==> src/rtl/adcr_pkg.sv <==
// Constants shared by the converter result path: register map, fields, reset values.
// Assumes a 32-bit AHB-Lite register bus and a 16-word result FIFO.
package adcr_pkg;

    // ==========================================================
    // Register byte offsets
    localparam logic [7:0] OFF_RESTART = 8'h2C;
    localparam logic [7:0] OFF_POLARITY = 8'h3C;
    localparam logic [7:0] OFF_FIFOCTL = 8'h40;
    localparam logic [7:0] OFF_RESULT = 8'h44;
    localparam logic [7:0] OFF_EVENT = 8'h60;

    // ==========================================================
    // Reset values
    localparam logic [31:0] RST_POLARITY = 32'hFFFFDFFF;
    localparam logic [31:0] RST_RESULT = 32'h811FFFFF;
    localparam logic [15:0] RST_RESTART = 16'h0000;

    // ==========================================================
    // Field positions
    localparam int CNT_MSB = 15;
    localparam int THR_LSB = 8;
    localparam int THR_MSB = 15;
    localparam int FMT_LSB = 2;
    localparam int FMT_MSB = 3;
    localparam int FLUSH_BIT = 1;
    localparam int DMAEN_BIT = 0;
    localparam int RES_CLIP_BIT = 31;
    localparam int RES_INV_BIT = 24;
    localparam int RES_CHAN_LSB = 16;
    localparam int RES_CHAN_MSB = 20;
    localparam int RES_DATA_MSB = 15;
    localparam int PROC_W = 12;
    localparam int RAW_W = 18;
    localparam int CHAN_W = 5;
    localparam int EVT_LVL_BIT = 0;
    localparam int EVT_CNT_LSB = 8;
    localparam int EVT_EMPTY_BIT = 16;
    localparam int EVT_FULL_BIT = 17;

    // ==========================================================
    // Sizes
    localparam int NUM_CHAN = 16;
    localparam int FIFO_DEPTH = 16;
    localparam int FIFO_W = 32;
    localparam int LVL_W = 5;

    // ==========================================================
    // FIFO word formats
    typedef enum logic [1:0] {
        FMT_STATUS = 2'h0,
        FMT_DATA = 2'h1,
        FMT_RAW = 2'h2,
        FMT_RSVD = 2'h3
    } adcr_fmt_t;

endpackage

==> src/rtl/adcr_fifo.sv <==
// Synchronous FIFO with valid/ready on both sides and a flush.
// Assumes one clock; flush wins over a push or pop in the same cycle.
`timescale 1ns/1ns
module adcr_fifo #(
    parameter int WIDTH = 32,
    parameter int DEPTH = 16
) (
    // Clock and reset
    input wire logic clk_i,
    input wire logic rst_n_i,
    // Control
    input wire logic flush_i,
    // Fill side
    input wire logic in_valid_i,
    output logic in_ready_o,
    input wire logic [WIDTH-1:0] in_data_i,
    // Drain side
    output logic out_valid_o,
    input wire logic out_ready_i,
    output logic [WIDTH-1:0] out_data_o,
    // Level
    output logic [$clog2(DEPTH+1)-1:0] count_o
);

    localparam int PW = $clog2(DEPTH);
    localparam int CW = $clog2(DEPTH+1);
    localparam logic [CW-1:0] FULL_CNT = CW'(DEPTH);
    localparam logic [PW-1:0] LAST_PTR = PW'(DEPTH - 1);

    logic [WIDTH-1:0] mem [DEPTH];
    logic [PW-1:0] wr_ptr;
    logic [PW-1:0] rd_ptr;
    logic [CW-1:0] count;
    logic not_full;

    wire push = in_valid_i & not_full & ~flush_i;
    wire pop = out_ready_i & (count != '0) & ~flush_i;
    wire [CW-1:0] next_count = count + CW'(push) - CW'(pop);

    assign in_ready_o = not_full;
    assign out_valid_o = (count != '0);
    assign out_data_o = mem[rd_ptr];
    assign count_o = count;

    always_ff @(posedge clk_i) begin
        if (push) begin
            mem[wr_ptr] <= in_data_i;
        end
    end

    always_ff @(posedge clk_i) begin
        if (!rst_n_i || flush_i) begin
            wr_ptr <= '0;
            rd_ptr <= '0;
            count <= '0;
            not_full <= 1'b1;
        end else begin
            if (push) begin
                wr_ptr <= (wr_ptr == LAST_PTR) ? '0 : wr_ptr + PW'(1);
            end
            if (pop) begin
                rd_ptr <= (rd_ptr == LAST_PTR) ? '0 : rd_ptr + PW'(1);
            end
            count <= next_count;
            not_full <= (next_count != FULL_CNT);
        end
    end

endmodule // adcr_fifo

==> src/rtl/adcr_top.sv <==
// Result path of the converter: restart delay, channel input mode, result FIFO and data word.
// Assumes an AHB-Lite master, a converter core on clk_i and a sample clock arriving on a pin.
`timescale 1ns/1ns
module adcr_top (
    // Clock and reset
    input wire logic clk_i,
    input wire logic rst_n_i,
    // AHB-Lite slave
    input wire logic hsel_i,
    input wire logic [31:0] haddr_i,
    input wire logic [1:0] htrans_i,
    input wire logic hwrite_i,
    input wire logic [2:0] hsize_i,
    input wire logic [31:0] hwdata_i,
    input wire logic hready_i,
    output logic [31:0] hrdata_o,
    output logic hreadyout_o,
    output logic hresp_o,
    // Converter core sequencing
    input wire logic sample_clk_i,
    input wire logic continuous_i,
    input wire logic seq_done_i,
    output logic seq_start_o,
    output logic [adcr_pkg::NUM_CHAN-1:0] chan_single_o,
    // Converter core results
    input wire logic res_valid_i,
    output logic res_ready_o,
    input wire logic [adcr_pkg::CHAN_W-1:0] res_chan_i,
    input wire logic [adcr_pkg::PROC_W-1:0] res_proc_i,
    input wire logic [adcr_pkg::RAW_W-1:0] res_raw_i,
    input wire logic res_clip_i,
    input wire logic res_invalid_i,
    // DMA and level event
    output logic dma_req_o,
    output logic level_event_o
);

    typedef enum logic {
        RS_IDLE,
        RS_DELAY
    } adcr_rs_t;

    localparam int LW = adcr_pkg::LVL_W;

    // ==========================================================
    // Registers
    logic [adcr_pkg::CNT_MSB:0] restart_cnt;
    logic [31:0] polarity;
    logic [7:0] thresh;
    logic [1:0] fmt;
    logic dma_en;
    logic level_flag;

    // ==========================================================
    // Bus data phase state
    logic pend;
    logic pend_write;
    logic [7:0] pend_addr;

    wire take = hsel_i & htrans_i[1] & hready_i;
    wire wr_go = pend & pend_write;
    wire rd_go = pend & ~pend_write;
    wire wr_restart = wr_go & (pend_addr == adcr_pkg::OFF_RESTART);
    wire wr_polarity = wr_go & (pend_addr == adcr_pkg::OFF_POLARITY);
    wire wr_fifoctl = wr_go & (pend_addr == adcr_pkg::OFF_FIFOCTL);
    wire wr_event = wr_go & (pend_addr == adcr_pkg::OFF_EVENT);
    wire rd_result = rd_go & (pend_addr == adcr_pkg::OFF_RESULT);
    wire flush = wr_fifoctl & hwdata_i[adcr_pkg::FLUSH_BIT];

    // ==========================================================
    // FIFO
    logic fifo_out_valid;
    logic [adcr_pkg::FIFO_W-1:0] fifo_out_data;
    logic [LW-1:0] fifo_count;
    logic [adcr_pkg::FIFO_W-1:0] packed_word;

    wire pop = rd_result & fifo_out_valid;

    // Format is applied on entry so a later change leaves queued words alone
    wire [15:0] proc_field = {{(16 - adcr_pkg::PROC_W){1'b0}}, res_proc_i};
    wire [31:0] status_word = {res_clip_i, 6'h00, res_invalid_i, 3'h0, res_chan_i, proc_field};
    wire [31:0] data_word = {16'h0000, proc_field};
    wire [31:0] raw_word = {{(32 - adcr_pkg::RAW_W){1'b0}}, res_raw_i};

    always_comb begin
        unique case (adcr_pkg::adcr_fmt_t'(fmt))
            adcr_pkg::FMT_STATUS: packed_word = status_word;
            adcr_pkg::FMT_DATA: packed_word = data_word;
            adcr_pkg::FMT_RAW: packed_word = raw_word;
            adcr_pkg::FMT_RSVD: packed_word = status_word;
        endcase
    end

    adcr_fifo #(
        .WIDTH(adcr_pkg::FIFO_W),
        .DEPTH(adcr_pkg::FIFO_DEPTH)
    ) u_fifo (
        .clk_i(clk_i),
        .rst_n_i(rst_n_i),
        .flush_i(flush),
        .in_valid_i(res_valid_i),
        .in_ready_o(res_ready_o),
        .in_data_i(packed_word),
        .out_valid_o(fifo_out_valid),
        .out_ready_i(pop),
        .out_data_o(fifo_out_data),
        .count_o(fifo_count)
    );

    // ==========================================================
    // Read mux
    wire above = ({3'h0, fifo_count} > thresh);
    wire fifo_full = (fifo_count == LW'(adcr_pkg::FIFO_DEPTH));
    wire [31:0] fifoctl_rd = {16'h0000, thresh, 4'h0, fmt, 1'b0, dma_en};
    wire [31:0] event_rd = {14'h0000, fifo_full, ~fifo_out_valid, 3'h0, fifo_count,
                            7'h00, level_flag};
    // Empty FIFO returns the reset word, which carries the invalid flag
    wire [31:0] result_rd = fifo_out_valid ? fifo_out_data : adcr_pkg::RST_RESULT;
    wire [31:0] next_rdata =
        (pend_addr == adcr_pkg::OFF_RESTART) ? {16'h0000, restart_cnt} :
        (pend_addr == adcr_pkg::OFF_POLARITY) ? polarity :
        (pend_addr == adcr_pkg::OFF_FIFOCTL) ? fifoctl_rd :
        (pend_addr == adcr_pkg::OFF_RESULT) ? result_rd :
        (pend_addr == adcr_pkg::OFF_EVENT) ? event_rd : 32'h00000000;

    // ==========================================================
    // AHB-Lite slave: one wait state on every transfer
    always_ff @(posedge clk_i) begin
        if (!rst_n_i) begin
            pend <= 1'b0;
            pend_write <= 1'b0;
            pend_addr <= 8'h00;
            hreadyout_o <= 1'b1;
            hrdata_o <= 32'h00000000;
            hresp_o <= 1'b0;
        end else if (pend) begin
            pend <= 1'b0;
            hreadyout_o <= 1'b1;
            hrdata_o <= pend_write ? 32'h00000000 : next_rdata;
        end else if (take) begin
            pend <= 1'b1;
            pend_write <= hwrite_i;
            pend_addr <= haddr_i[7:0];
            hreadyout_o <= 1'b0;
        end
    end

    // ==========================================================
    // Control registers
    always_ff @(posedge clk_i) begin
        if (!rst_n_i) begin
            restart_cnt <= adcr_pkg::RST_RESTART;
            polarity <= adcr_pkg::RST_POLARITY;
            thresh <= 8'h00;
            fmt <= 2'h0;
            dma_en <= 1'b0;
        end else begin
            if (wr_restart) begin
                restart_cnt <= hwdata_i[adcr_pkg::CNT_MSB:0];
            end
            if (wr_polarity) begin
                polarity <= hwdata_i;
            end
            if (wr_fifoctl) begin
                thresh <= hwdata_i[adcr_pkg::THR_MSB:adcr_pkg::THR_LSB];
                fmt <= hwdata_i[adcr_pkg::FMT_MSB:adcr_pkg::FMT_LSB];
                dma_en <= hwdata_i[adcr_pkg::DMAEN_BIT];
            end
        end
    end

    // ==========================================================
    // Watermark, DMA request and level event
    logic above_q;
    wire clr_level = wr_event & hwdata_i[adcr_pkg::EVT_LVL_BIT];
    wire set_level = above & ~above_q;

    always_ff @(posedge clk_i) begin
        if (!rst_n_i) begin
            above_q <= 1'b0;
            level_flag <= 1'b0;
            dma_req_o <= 1'b0;
            level_event_o <= 1'b0;
            chan_single_o <= '0;
        end else begin
            above_q <= above;
            // Set wins so a crossing in the clearing cycle is kept
            level_flag <= set_level | (level_flag & ~clr_level);
            dma_req_o <= above & dma_en;
            level_event_o <= set_level | (level_flag & ~clr_level);
            chan_single_o <= polarity[adcr_pkg::NUM_CHAN-1:0];
        end
    end

    // ==========================================================
    // Sample clock synchroniser and restart delay
    logic smp_s1;
    logic smp_s2;
    logic smp_s3;
    logic [adcr_pkg::CNT_MSB:0] delay_cnt;
    adcr_rs_t rs_state;

    wire smp_edge = smp_s2 & ~smp_s3;

    always_ff @(posedge clk_i) begin
        if (!rst_n_i) begin
            smp_s1 <= 1'b0;
            smp_s2 <= 1'b0;
            smp_s3 <= 1'b0;
        end else begin
            smp_s1 <= sample_clk_i;
            smp_s2 <= smp_s1;
            smp_s3 <= smp_s2;
        end
    end

    // The count starts at the first sample edge after sequence end
    always_ff @(posedge clk_i) begin
        if (!rst_n_i) begin
            rs_state <= RS_IDLE;
            delay_cnt <= '0;
            seq_start_o <= 1'b0;
        end else begin
            seq_start_o <= 1'b0;
            unique case (rs_state)
                RS_IDLE: begin
                    if (seq_done_i && continuous_i) begin
                        rs_state <= RS_DELAY;
                        delay_cnt <= restart_cnt;
                    end
                end
                RS_DELAY: begin
                    if (delay_cnt == '0) begin
                        seq_start_o <= 1'b1;
                        rs_state <= RS_IDLE;
                    end else if (smp_edge) begin
                        delay_cnt <= delay_cnt - 16'h0001;
                    end
                end
            endcase
        end
    end

    // ==========================================================
    // Checks
    a_restart_after_delay: assert property (@(posedge clk_i) disable iff (!rst_n_i)
        seq_start_o |-> $past(rs_state) == RS_DELAY && $past(delay_cnt) == '0)
        else $error("restart issued before delay ran out");

    a_delay_holds: assert property (@(posedge clk_i) disable iff (!rst_n_i)
        (rs_state == RS_DELAY && delay_cnt != '0 && !smp_edge) |=> $stable(delay_cnt))
        else $error("restart delay moved without a sample edge");

    a_polarity_out: assert property (@(posedge clk_i) disable iff (!rst_n_i)
        $past(rst_n_i) |-> chan_single_o == $past(polarity[adcr_pkg::NUM_CHAN-1:0]))
        else $error("channel mode output does not follow format register");

    a_dma_threshold: assert property (@(posedge clk_i) disable iff (!rst_n_i)
        (dma_en && {3'h0, fifo_count} > thresh) |=> dma_req_o)
        else $error("dma request missing above watermark");

    a_dma_gated: assert property (@(posedge clk_i) disable iff (!rst_n_i)
        !dma_en |=> !dma_req_o)
        else $error("dma request while dma disabled");

    a_level_sets: assert property (@(posedge clk_i) disable iff (!rst_n_i)
        set_level |=> level_flag && level_event_o)
        else $error("level event not set on watermark crossing");

    a_raw_format: assert property (@(posedge clk_i) disable iff (!rst_n_i)
        fmt == adcr_pkg::FMT_RAW |-> packed_word[31:adcr_pkg::RAW_W] == '0
        && packed_word[adcr_pkg::RAW_W-1:0] == res_raw_i)
        else $error("raw format word malformed");

    a_flush_empties: assert property (@(posedge clk_i) disable iff (!rst_n_i)
        flush |=> fifo_count == '0 ##1 (hrdata_o[adcr_pkg::FLUSH_BIT] == 1'b0))
        else $error("flush left words in fifo");

    a_empty_invalid: assert property (@(posedge clk_i) disable iff (!rst_n_i)
        (rd_result && !fifo_out_valid) |=> hrdata_o == adcr_pkg::RST_RESULT
        && hrdata_o[adcr_pkg::RES_INV_BIT])
        else $error("empty read not flagged invalid");

    a_pop_one: assert property (@(posedge clk_i) disable iff (!rst_n_i)
        (rd_result && fifo_out_valid && !res_valid_i) |=> fifo_count == $past(fifo_count) - 5'h01)
        else $error("result read did not pop one word");

    a_count_bound: assert property (@(posedge clk_i) disable iff (!rst_n_i)
        fifo_count <= LW'(adcr_pkg::FIFO_DEPTH))
        else $error("fifo count above depth");

    // ==========================================================
    // Result word, FIFO, register and restart checks
    a_status_fields: assert property (@(posedge clk_i) disable iff (!rst_n_i)
        fmt == adcr_pkg::FMT_STATUS |-> packed_word[adcr_pkg::RES_CLIP_BIT] == res_clip_i
        && packed_word[adcr_pkg::RES_INV_BIT] == res_invalid_i
        && packed_word[adcr_pkg::RES_CHAN_MSB:adcr_pkg::RES_CHAN_LSB] == res_chan_i)
        else $error("status word fields misplaced");

    a_data_only: assert property (@(posedge clk_i) disable iff (!rst_n_i)
        fmt == adcr_pkg::FMT_DATA |-> packed_word[31:adcr_pkg::PROC_W] == '0
        && packed_word[adcr_pkg::PROC_W-1:0] == res_proc_i)
        else $error("data only word malformed");

    a_full_refuses: assert property (@(posedge clk_i) disable iff (!rst_n_i)
        fifo_count == LW'(adcr_pkg::FIFO_DEPTH) |-> !res_ready_o)
        else $error("fifo ready while full");

    a_empty_keeps: assert property (@(posedge clk_i) disable iff (!rst_n_i)
        (rd_result && !fifo_out_valid && !res_valid_i) |=> fifo_count == '0)
        else $error("empty read changed fifo count");

    a_level_clears: assert property (@(posedge clk_i) disable iff (!rst_n_i)
        (clr_level && !set_level) |=> !level_flag)
        else $error("level flag not cleared");

    a_polarity_write: assert property (@(posedge clk_i) disable iff (!rst_n_i)
        wr_polarity |=> polarity == $past(hwdata_i))
        else $error("format register write lost");

    a_restart_load: assert property (@(posedge clk_i) disable iff (!rst_n_i)
        (rs_state == RS_IDLE && seq_done_i && continuous_i)
        |=> rs_state == RS_DELAY && delay_cnt == $past(restart_cnt))
        else $error("restart delay not loaded");

    a_start_pulse: assert property (@(posedge clk_i) disable iff (!rst_n_i)
        seq_start_o |=> !seq_start_o)
        else $error("restart pulse longer than one cycle");

endmodule // adcr_top

==> config.mk <==
export PLATFORM = sky130hd
export DESIGN_NAME = adcr_top
export DESIGN_NICKNAME = d
export VERILOG_FILES = /design/src/rtl/adcr_pkg.sv /design/src/rtl/adcr_fifo.sv /design/src/rtl/adcr_top.sv
export SDC_FILE = /design/constraint.sdc
export NUM_CORES = 1
export LEC_CHECK = 0
export ABC_CLOCK_PERIOD_IN_PS = 6100
export BUFFER_PORTS_ARGS = -buffer_cell sky130_fd_sc_hd__buf_4
export CAP_MARGIN = 20
export CORE_ASPECT_RATIO = 0.8
export CORE_UTILIZATION = 39
export CTS_CLUSTER_SIZE = 40
export DETAILED_ROUTE_END_ITERATION = 7
export GPL_TIMING_DRIVEN = 0
export PLACE_DENSITY_LB_ADDON = 0.15
export SYNTH_ARGS = -nofsm -noshare
export SYNTH_HDL_FRONTEND = slang
export SYNTH_HIERARCHICAL = 1
export SYNTH_SLANG_ARGS = --single-unit
==> constraint.sdc <==
create_clock -name clk_i -period 6.1 [get_ports clk_i]
set_input_delay 1.22 -clock clk_i [delete_from_list [all_inputs] [get_ports clk_i]]
set_output_delay 1.22 -clock clk_i [all_outputs]
set_load 0.05 [all_outputs]
=== Word-level counts from Yosys, hierarchy flattened ===
Memories as Yosys holds them, arrays and structs flattened. A register that Yosys moved wholly into a read port is not among the register bits.
Index checks and enable logic that the tools add are counted.

* Flip-flop bits (word level): 156
* Memory bits (writable): 512
* Output and inout bits: 54
* Memories: 1

{| class="wikitable"
|+ Memories
! name !! words !! bits a word !! rd ports !! clocked after memory_dff !! wr ports !! line !! text
|-
| u_fifo.mem || 16 || 32 || 1 || 1 || 1 || adcr_fifo.sv:30 || <nowiki>logic [WIDTH-1:0] mem [DEPTH];</nowiki>
|}

* Add/sub/neg operators: 5
* $lt $le $gt $ge: 1
* Equal/unequal tests: 15
* Muxes and demuxes: 23
* Bitwise gates (word level): 30
* Reductions and logical operators: 11

{| class="wikitable"
|+ Operator list
! operator !! number
|-
| 2-to-1 mux 32 bit || 6
|-
| case mux 32 bit (3 select lines) || 1
|-
| 2-to-1 mux 16 bit || 3
|-
| case mux 16 bit (2 select lines) || 1
|-
| equality test 8 x 7 -> 1 bit (second input constant) || 3
|-
| bitwise AND 1 bit || 20
|-
| 2-to-1 mux 18 bit || 1
|-
| equality test 8 x 6 -> 1 bit (second input constant) || 2
|-
| zero test 16 bit || 1
|-
| 2-to-1 mux 4 bit || 4
|-
| subtractor 16 x 1 -> 16 bit (second input constant) || 1
|-
| inverter 1 bit || 9
|-
| adder 4 x 1 -> 4 bit (second input constant) || 2
|-
| equality test 4 bit (second input constant) || 2
|-
| greater-than comparator 5 x 8 -> 1 bit || 1
|-
| 2-to-1 mux 1 bit || 6
|-
| adder 5 x 1 -> 5 bit || 1
|-
| equality test 5 bit (second input constant) || 1
|-
| inequality test 5 bit (second input constant) || 1
|-
| nonzero test 5 bit || 1
|-
| subtractor 5 x 1 -> 5 bit || 1
|-
| equality test 2 bit (second input constant) || 2
|-
| inequality test 2 bit (second input constant) || 2
|-
| AND reduction 2 bit || 2
|-
| 10 further kinds || 11
|}

=== Depth between registers and ports, before layout ===
Gate-level depths: netlist of the first run.

* Word-level depth: 8
* Gate-level depth with buffers: 18
* Mapped depth without buffers: 15

=== By module ===
Netlist of the first run, hierarchy kept.

{| class="wikitable"
|+ Modules (own cells, without submodules)
! module !! times used !! cells each !! area each (um^2) !! seq. area each (um^2)
|-
| adcr_fifo || 1 || 901 || 20065.5 || 15735.1
|-
| adcr_top || 1 || 812 || 6705.2 || 2842.7
|}

=== Worst setup path before layout of the first run ===
Ideal clock, no wire load.

* Kind: input-to-reg
* From: input port hwdata_i[1]
* To: memory u_fifo.mem[0][0], enable pin
* Library setup time: 0.461 ns
* Arrival: 4.139 ns
* Path slack: 1.500 ns
* Stages on the path: 5
* Path buffers: 1
* Cell sequence: and4_1 > and3b_1 > clkbuf_1 > nand2_1 > nor3_1

* Word-level cells in the longest chain between the ends: 5

{| class="wikitable"
|+ RTL lines
! item !! line !! text
|-
| start, declared || adcr_top.sv:14 || <nowiki>input wire logic [31:0] hwdata_i,</nowiki>
|-
| bitwise AND 1 bit || adcr_top.sv:68 || <nowiki>wire flush = wr_fifoctl & hwdata_i[adcr_pkg::FLUSH_BIT];</nowiki>
|-
| inverter 1 bit || adcr_fifo.sv:36 || <nowiki>wire push = in_valid_i & not_full & ~flush_i;</nowiki>
|-
| bitwise AND 1 bit || adcr_fifo.sv:36 ||
|-
| 2-to-1 mux 1 bit || adcr_fifo.sv:46 || <nowiki>if (push) begin</nowiki>
|-
| 2-to-1 mux 1 bit (not written as such) || adcr_fifo.sv:47 || <nowiki>mem[wr_ptr] <= in_data_i;</nowiki>
|-
| end, declared || adcr_fifo.sv:30 ||
|}

Every way passes these cells.

=== Worst setup path in the final report of the first run ===
* From: register u_fifo.count[2] (netlist: u_fifo/count_o[2])
* To: register u_fifo.not_full (netlist: u_fifo/in_ready_o)

* Word-level cells in the longest chain between the ends: 6
* Elaborated cells on any way between the ends: 7

{| class="wikitable"
|+ RTL lines
! item !! line !! text
|-
| start, declared || adcr_fifo.sv:33 || <nowiki>logic [CW-1:0] count;</nowiki>
|-
| start signal, assigned || adcr_fifo.sv:64 || <nowiki>count <= next_count;</nowiki>
|-
| nonzero test 5 bit || adcr_fifo.sv:41 || <nowiki>assign out_valid_o = (count != '0);</nowiki>
|-
| net fifo_out_valid || adcr_top.sv:72 || <nowiki>logic fifo_out_valid;</nowiki>
|-
| bitwise AND 1 bit || adcr_top.sv:77 || <nowiki>wire pop = rd_result & fifo_out_valid;</nowiki>
|-
| net pop || adcr_top.sv:77 ||
|-
| bitwise AND 1 bit (2 in a row) || adcr_fifo.sv:37 || <nowiki>wire pop = out_ready_i & (count != '0) & ~flush_i;</nowiki>
|-
| subtractor 5 x 1 -> 5 bit || adcr_fifo.sv:38 || <nowiki>wire [CW-1:0] next_count = count + CW'(push) - CW'(pop);</nowiki>
|-
| inequality test 5 bit || adcr_fifo.sv:65 || <nowiki>not_full <= (next_count != FULL_CNT);</nowiki>
|-
| end signal, assigned || adcr_fifo.sv:65 ||
|-
| end, declared || adcr_fifo.sv:34 || <nowiki>logic not_full;</nowiki>
|}

The timed path passes the listed nets, and every way through them passes these cells.
A chain may end at the register's enable or synchronous reset.

==> flow_summary.ini, run 1 <==
[setup_path]
r2r_cells = 18
cp-end-kind = flip-flop
slowest_stage = dfxtp_1
crit_fanout = 10
startpoint_type = flip-flop
slowest_delay_ps = 500
critPathKind = reg -> reg
arrival_ps = 4830
cp_cell_sequence = inv_1 > ha_1 > or4b_1 > buf_2 > clkbuf_1 > and4_1 > buf_4 > and3b_1 > and3b_1 > ha_1 > inv_1 > ha_1 > inv_1 > fa_1 > nand2b_1 > a21oi_1 > o21a_1 > o2111ai_1
crit_required_ps = 6550

[drt]
first_pass_iters = 5
drt_iter0_markers = 1772
dr_total_vias = 16500
detail-route-antenna-nets = 0
routedWlPerCell_um = 24.6
via_per_inst = 5.39
routed_wl_um = 75300
drc_errors = 0

[timing]
finalCritPeriodShare_pct = 71.9
period_minus_slack_ps = 4390
setup_viol = 0
rsz0062_at_grt = false
worst_pin_slew_ps = 1040
hold_viol_final = 0
fmax_mhz = 228
finClkSkew_ps = 21.4
maxSlewHeadroom_pct = 30.5
setup_tns_ps = 0
drv_slew = 0

[placement]
numPortBuffers = 139
place_congestion = 0.898
dp_hpwl_um = 53100
place_area_um2 = 30100

[clocking]
clk_pin_slew_worst_paths_ps = 70
cts-resized-gates = 0
post_cts_buffers = 0
cts_buffers = 68
holdBufCountCts = 0
numClockSinks = 672
root_buffer = clkbuf_16
cts_tree = built
worstSkewPairLatency_ps = 600
clk_path_buf_depth = 3
cts-htree-levels = 3

[pwr]
pwr-share-clk_pct = 40.4
power_frac_comb_pct = 8.4
p_per_area_nw_per_um2 = 309
leakage_nw = 10.9
switching_share_pct = 23.5
vdd_drop_max_v = 0.000204
p_seq_share_pct = 51.2
p_int_mw = 7.61
p_sw_mw = 2.34

[synth]
synth-simple-area-share_pct = 8.28
synth_top_area_share_pct = 57.4
synth_flop_cell = edfxtp_1
synth_seq_area_share_pct = 69.4
synth_top_family_by_area = multiplexers
synth_compound_area_share_pct = 7.70
async_flop_share_pct = 0
syn_inst = 1713
yosys-top-cells-area = edfxtp_1, dfxtp_1, mux4_2, nand2_1, a22oi_1
synth-edff-count = 512
synth_warnings = 6
syn_area_um2 = 26800
synth_xor_area_share_pct = 0.196
yosys.cell_types.count = 82
syn_avg_cell_area_um2 = 15.6
synth_fa_ha_area_share_pct = 1.01
yosysTopAreaCell = edfxtp_1
synth_mux_area_share_pct = 11.1
ys_ff_latch = 672

[cells_and_area]
drive_gt1_share_pct = 22.4
multi_input_comb_area_um2 = 8230
nets = 2235
fillers = 5898
register_area_um2 = 18600
final_design_area_no_fill_um2 = 32200
area_growth_pct = 20.3
final_core_util_pct = 47.7

[floorplan]
start_util_pct = 39.6
core_um2 = 67500
io-pin-count = 169
die_h_um = 236
rows = 85
die_x_um = 295
dieArea_um2 = 69700

[worst_hold_path]
min-delay-path-class = reg -> reg
hold_depth = 1

[global_route]
grt_util_all_layers_pct = 21.8
grt_max_degree = 24
grt_pass1_wl_um = 109000
antenna_found_initial = 2
gr-total-overflow = 0
grt_pass1_vias = 16100

[job]
maxCapViolations = 0

[run_status]
status = finished, final reports clean
## layer usage
layer | up-vias | GRT usage, % | share of wire (%)
li1 | 7329 | - | -
met1 | 8466 | 33.5 | 47
met2 | 623 | 31.4 | 43
met3 | 84 | 4.66 | 8.2
met4 | 0 | 5.08 | 1.8
met5 | - | 0 | 0
## synthesized netlist by cell type (all sizes together), types with 10 or more instances
cell type and instances:
edfxtp 512, nand2 222, dfxtp 160, mux4 128
a22oi 80, a21oi 67, clkbuf 65, buf 44
nand3 44, o21ai 41, nor2 40, and2 34
inv 26, nand2b 26, ha 20, a22o 18
nor3 18, nor2b 12, o31ai 10
## final cells by class
cell class | count | share of cell area [%]
Sequential cell | 672 | 57.7
Tap cell | 913 | 3.55
Antenna cell | 3 | 0.0233
Inverter | 26 | 0.303
Multi-Input combinational cell | 1050 | 25.6
Timing Repair Buffer | 172 | 4.70
Clock inverter | 29 | 0.676
Buffer | 109 | 1.60
Clock buffer | 90 | 5.89
## registers in the layout (all words and copies together) (netlist names), 2 cells and up, named ones only
signal          flops
delay_cnt          16
chan_single_o      16
restart_cnt        16
hrdata_o           32
u_fifo/rd_ptr       4
thresh              8
u_fifo/count_o      5
pend_addr           8
u_fifo/wr_ptr       4
polarity           32
fmt                 2
u_fifo/mem        512
## logic make-up (layout without fill, tap and decap cells)
| logic type | Yosys count | after routing |
|---|---|---|
| and+or+nand+nor | 449 | 449 |
| other | 1 | 148 |
| buffers and inverters | 135 | 426 |
| AOI/OAI and AO/OA | 293 | 293 |
| adders and majority gates | 21 | 21 |
| xor gates and xnor gates | 6 | 6 |
| muxes | 136 | 136 |
| DFF | 672 | 672 |
## layout by cell type (no fill, tap or decap), drive strengths merged, types with 18 or more instances in the layout
cell | Yosys | layout
conb | 1 | 145
a22oi | 80 | 80
nor3 | 18 | 18
nand2 | 222 | 222
a22o | 18 | 18
edfxtp | 512 | 512
ha | 20 | 20
nand3 | 44 | 44
o21ai | 41 | 41
nand2b | 26 | 26
nor2 | 40 | 40
and2 | 34 | 34
inv | 26 | 29
clkinv | 0 | 21
buf | 44 | 216
mux4 | 128 | 128
dfxtp | 160 | 160
a21oi | 67 | 67
clkbuf | 65 | 155
## critical path, delay by kind of cell, from the launching register on
| family | cells | cell delay [ps] |
|---|---|---|
| buf+inv | 6 | 1060 |
| simple gates | 5 | 1110 |
| flops | 1 | 500 |
| fa+ha+maj | 4 | 1040 |
| compound gates | 3 | 490 |
## path summary, 6_finish.rpt
path,end,slack [ps],from
worst max register to register,u_fifo/in_ready_o,1710,u_fifo/count_o[2]
worst min-delay path,level_flag,420,above_q
worst max-delay path,u_fifo/in_ready_o,1710,u_fifo/count_o[2]
worst min register to register,level_flag,420,above_q
## power groups by stage
stage | clock network, mW | logic (mW) | registers, mW
final | 4.02 | 0.831 | 5.10
after global routing | 4.28 | 0.906 | 5.10
after CTS | 4.12 | 0.832 | 5.09
after detailed placement | 0 | 0.828 | 5.19
after global placement | 0 | 0.787 | 5.20
after floorplan | 0 | 0.452 | 5.21
## stage by stage
| stage | hold WS [ps] | total power, mW | cells | worst slack [ps] |
|---|---|---|---|---|
| final | 421 | 9.95 | 3064 | 1710 |
| after global routing | 430 | 10.3 | 3061 | 1390 |
| after CTS | 422 | 10.0 | 3061 | 1700 |
| after detailed placement | 414 | 6.02 | 2942 | 1730 |
| after global placement | 408 | 5.99 | 2909 | -1780 |
| after floorplan | 400 | 5.66 | 1857 | 1500 |
Note: power is estimated with default switching activity, not from simulation.
==> inputs of run 2 (changes only) <==
--- a/config.mk
+++ b/config.mk
@@ -5,7 +5,8 @@
 export SDC_FILE = /design/constraint.sdc
 export NUM_CORES = 1
 export LEC_CHECK = 0
-export ABC_CLOCK_PERIOD_IN_PS = 6100
+export ABC_AREA = 1
+export ABC_CLOCK_PERIOD_IN_PS = 4170
 export BUFFER_PORTS_ARGS = -buffer_cell sky130_fd_sc_hd__buf_4
 export CAP_MARGIN = 20
 export CORE_ASPECT_RATIO = 0.8
==> constraint.sdc (replaced) <==
create_clock -name clk_i -period 4.17 [get_ports clk_i]
set_input_delay 0.834 -clock clk_i [delete_from_list [all_inputs] [get_ports clk_i]]
set_output_delay 0.834 -clock clk_i [all_outputs]
set_load 0.05 [all_outputs]
==> flow_summary.ini, run 2 <==
[run_status]
status = finished, final reports clean

[timing]
setup_tns_ps = 0
maxSlewHeadroom_pct = 20.2
hold_viol_final = 0
worst_slack_ps = 345
setup_viol = 0
drv_slew = 0
finalCritPeriodShare_pct = 91.7
worst_pin_slew_ps = 1200
whs_ps = 413
rsz0062_at_grt = false
period_minus_slack_ps = 3830
fmax_mhz = 261
finClkSkew_ps = 30.9

[synth]
syn_area_um2 = 28800
synth-edff-count = 512
synth_seq_area_share_pct = 64.5
syn_avg_cell_area_um2 = 9.58
yosys-top-cells-area = edfxtp_1, nand2_1, dfxtp_1, nand3_1, inv_1
synth_top_area_share_pct = 53.4
ys_ff_latch = 672
syn_inst = 3004
synth_flop_cell = edfxtp_1
yosysTopAreaCell = edfxtp_1
yosys.cell_types.count = 43
synth_warnings = 6
synth.most_common_cell = nand2_1
async_flop_share_pct = 0
synthTopCellsByCount = nand2_1, edfxtp_1, nand3_1

[pwr]
p_per_area_nw_per_um2 = 445
p_seq_share_pct = 49.2
finalPower_mw = 15.3
power_frac_comb_pct = 9.5
leakage_nw = 14.4
pwr-share-clk_pct = 41.3
p_sw_mw = 3.74
p_int_mw = 11.5
vdd_drop_max_v = 0.000304
switching_share_pct = 24.5

[setup_path]
cp_cell_sequence = nand2_1 > clkinv_1 > nand2_1 > buf_2 > nor2_1 > inv_1 > nand3_1 > inv_1 > nand2_1 > nor2_4 > buf_12
reg2reg_from = pend
startpoint = pend
arrival_ps = 4110
r2r_setup_slack_ps = 340
r2r_end = u_fifo/mem[12][22]
crit_top_cell = nand2_1
slowest_delay_ps = 740
startpoint_type = flip-flop
critPathKind = reg -> reg
cp-end-kind = flip-flop
r2r_cells = 11
slowest_stage = nor2_4
crit_fanout = 18
crit_required_ps = 4460
crit_end = u_fifo/mem[12][22]

[clocking]
cts_buffers = 71
root_buffer = clkbuf_16
cts_tree = built
clk_path_buf_depth = 3
holdBufCountCts = 0
worstSkewPairLatency_ps = 620
numClockSinks = 672
cts-htree-levels = 3
clk_pin_slew_worst_paths_ps = 60

[floorplan]
core_um2 = 72600
io-pin-count = 169
dieArea_um2 = 74900
die_h_um = 245
start_util_pct = 39.7
die_x_um = 306
rows = 88

[cells_and_area]
largestRegisters = u_fifo/mem x512, hrdata_o x32, polarity x32
instances_no_fill = 4383
largest_register = u_fifo/mem
nets = 3514
area_growth_pct = 19.3
final_design_area_no_fill_um2 = 34300
final_cell_mix = nand2_1, edfxtp_1, nand3_1
drive_gt1_share_pct = 11.7
final_core_util_pct = 47.3
largest_reg_flops = 512
layout_commonest_cell = nand2_1

[drt]
dr_total_vias = 22700
drt_iter0_markers = 2733
routed_wl_um = 98500
first_pass_iters = 6
drc_errors = 0
routedWlPerCell_um = 22.5
via_per_inst = 5.18
detail-route-antenna-nets = 0

[placement]
place_congestion = 0.911
dp.cells = 4248
numPortBuffers = 139
dpl_worst_slack_ps = -26.9
dp_hpwl_um = 69600
place_area_um2 = 32000

[worst_hold_path]
min_from = hwdata_i[29]
min-delay-path-class = in -> reg

[job]
maxCapViolations = 0

[global_route]
grt_max_degree = 22
antenna_found_initial = 0
grt_pass1_wl_um = 141000
met2_usage_pct = 38.3
use_met3_pct = 4.28
grt_util_all_layers_pct = 26.2
globalRouteMet1Util_pct = 39.4
grt_busiest_layer = met1
grt_pass1_vias = 21200
gr-total-overflow = 0
[run 2: routing by layer]
layer	share of wire [%]	vias to the layer above
li1	-	10500
met5	0	-
met3	8.8	148
met4	2.8	0
met2	42	921
met1	46	11100
[run 2: kinds of logic (layout without fill, tap and decap cells)]
kind of cell,Yosys count,after routing,share of synthesized area [%]
simple gates,1617,1617,23.1
compound gates,268,268,5.11
flops,672,672,64.5
buf+inv,422,710,6.21
xor+xnor,3,3,0.0913
other cells,1,147,0.0130
fa+ha+maj,21,21,0.939
[run 2: worst min path at each step]
stage               depth (start not counted)      endpoint
floorplan                                   2        smp_s2
global placement                            2        smp_s2
detailed placement                          2        smp_s2
CTS                                         3  polarity[28]
global route                                3        smp_s1
finish                                      3  polarity[29]
[run 2: worst max-delay path: cells and delay by family, from the launching register on]
family / cells / cell delay, ps
DFF: 1 / 340
and+or+nand+nor: 6 / 1750
buffers and inverters: 5 / 1350
[run 2: cell type report]
| cell class | count | area [µm²] |
|---|---|---|
| clock inverters | 28 | 267 |
| repair buffers | 157 | 1400 |
| fillers | 6805 | 38200 |
| clock buffers | 103 | 2010 |
| inverters | 265 | 995 |
| well taps | 945 | 1180 |
| multi-input cells | 2054 | 9100 |
| plain buffers | 157 | 795 |
| flip-flops and latches | 672 | 18600 |
| diodes | 2 | 5.00 |
[run 2: power groups by stage]
stage / logic [mW] / registers, mW / clock network (mW)
floorplan: 0.809 / 7.68 / 0
global placement: 1.34 / 7.66 / 0
detailed placement: 1.43 / 7.65 / 0
CTS: 1.43 / 7.51 / 6.41
global route: 1.60 / 7.52 / 6.66
finish: 1.46 / 7.51 / 6.30
[run 2: what timing repair did]
| action | in CTS | in global routing |
|---|---|---|
| buffers inserted | 0 | 0 |
| gates resized for setup | 1 | 4 |
| setup endpoints to repair | 1 | 2 |
==> inputs of run 3 (changes only) <==
--- a/config.mk
+++ b/config.mk
@@ -15,6 +15,7 @@
 export DETAILED_ROUTE_END_ITERATION = 7
 export GPL_TIMING_DRIVEN = 0
 export PLACE_DENSITY_LB_ADDON = 0.15
+export REMOVE_ABC_BUFFERS = 1
 export SYNTH_ARGS = -nofsm -noshare
 export SYNTH_HDL_FRONTEND = slang
 export SYNTH_HIERARCHICAL = 1
==> flow_summary.ini, run 3 (synthesized netlist as in run 2, its figures left out) <==
[clocking]
cts_tree = built
root_buffer = clkbuf_16
numClockSinks = 672
holdBufCountCts = 0
cts-htree-levels = 3
clk_pin_slew_worst_paths_ps = 60
clk_path_buf_depth = 3
cts_buffers = 72
worstSkewPairLatency_ps = 610

[placement]
dpl_worst_slack_ps = -555
dp.cells = 4117
dp_hpwl_um = 50000
place_congestion = 0.855
numPortBuffers = 139

[setup_path]
slowest_stage = nor2_4
crit_required_ps = 4470
arrival_ps = 4180
slowest_delay_ps = 580
crit_fanout = 22
startpoint_type = flip-flop
cp_cell_sequence = nand2_1 > clkinv_1 > nand2_2 > nor2_1 > inv_1 > nand3_1 > inv_1 > nand2_1 > nor2_4 > buf_16 > buf_16
critPathKind = reg -> reg
cp-end-kind = flip-flop
r2r_setup_slack_ps = 280

[drt]
via_per_inst = 4.95
routedWlPerCell_um = 19.1
drt_iter0_markers = 1648
drc_errors = 0
routed_wl_um = 81200
detail-route-antenna-nets = 0
dr_total_vias = 21000
first_pass_iters = 5

[timing]
fmax_mhz = 257
finalCritPeriodShare_pct = 93.3
maxSlewHeadroom_pct = 27.4
rsz0062_at_grt = false
drv_slew = 0
worst_slack_ps = 281
setup_viol = 0
period_minus_slack_ps = 3890
setup_tns_ps = 0
finClkSkew_ps = 24.3
worst_pin_slew_ps = 1090
hold_viol_final = 0

[floorplan]
rows = 88
dieArea_um2 = 74900
core_um2 = 72600
start_util_pct = 39.7
io-pin-count = 169
die_h_um = 245
die_x_um = 306

[cells_and_area]
fillers = 6654
nets = 3385
layout_commonest_cell = nand2_1
largest_register = u_fifo/mem
largest_reg_flops = 512
instances_no_fill = 4252
final_core_util_pct = 47.4
largestRegisters = u_fifo/mem x512, hrdata_o x32, polarity x32
final_cell_mix = nand2_1, edfxtp_1, nand3_1
area_growth_pct = 19.4
drive_gt1_share_pct = 10.8

[run_status]
status = finished, final reports clean

[global_route]
grt_max_degree = 156
gr-total-overflow = 0
grt_pass1_wl_um = 122000
grt_pass1_vias = 20100
antenna_found_initial = 2
grt_util_all_layers_pct = 21.7

[pwr]
leakage_nw = 14.4
p_per_area_nw_per_um2 = 449
vdd_drop_max_v = 0.000292

[job]
maxCapViolations = 0

[worst_hold_path]
min-delay-path-class = reg -> reg
[run 3: area by class of cell]
cell class / count / area, µm² / share of cell area (%)
Tap cell: 945 / 1180 / 3.44
Inverter: 265 / 1020 / 2.96
Sequential cell: 672 / 18600 / 54.1
Timing Repair Buffer: 184 / 2110 / 6.14
Multi-Input combinational cell: 2054 / 9130 / 26.6
Clock inverter: 38 / 413 / 1.20
Clock buffer: 92 / 1930 / 5.61
Antenna cell: 2 / 5.00 / 0.0146
[run 3: through the flow]
stage                     total power, mW  hold WS, ps  area [µm²]
after floorplan                      8.45          390       28500
after global placement               8.99          409       30800
after detailed placement             9.15          407       32000
after CTS                            15.6          390       34300
after global routing                 16.0          412       34400
final                                15.4          418       34400
[run 3: critical path, delay by kind of cell (launching register included)]
kind	cells	cell delay, ps
buffers and inverters	5	1210
flip-flops	1	350
AND/OR/NAND/NOR	6	1970
[run 3: what timing repair did]
action | in CTS | in global routing
setup buffers | 1 | 1
setup endpoints to repair | 250 | 2
pin swaps | 0 | 1
resized for setup | 5 | 3
[run 3: report_power, final]
group	internal [mW]	switching (mW)
Sequential	7.41	0.102
Clock	3.78	2.61
Combinational	0.509	1.03
Total	11.7	3.73
[run 3: path summary, 6_finish.rpt]
| check | start | endpoint | cells after the start |
|---|---|---|---|
| max | pend | u_fifo/mem[0][12] | 11 |
| min | smp_s1 | smp_s2 | 2 |
| max reg2reg | pend | u_fifo/mem[0][12] | 11 |
| min reg2reg | smp_s1 | smp_s2 | 2 |
[run 3: layer usage]
| layer | part of all wire, % | wire length (µm) | GRT usage [%] |
|---|---|---|---|
| met1 | 44 | 35800 | 29.5 |
| met2 | 47 | 38300 | 35.5 |
| met3 | 6.8 | 5480 | 4.00 |
| met4 | 2.0 | 1610 | 6.28 |
| met5 | 0 | 0 | 0 |
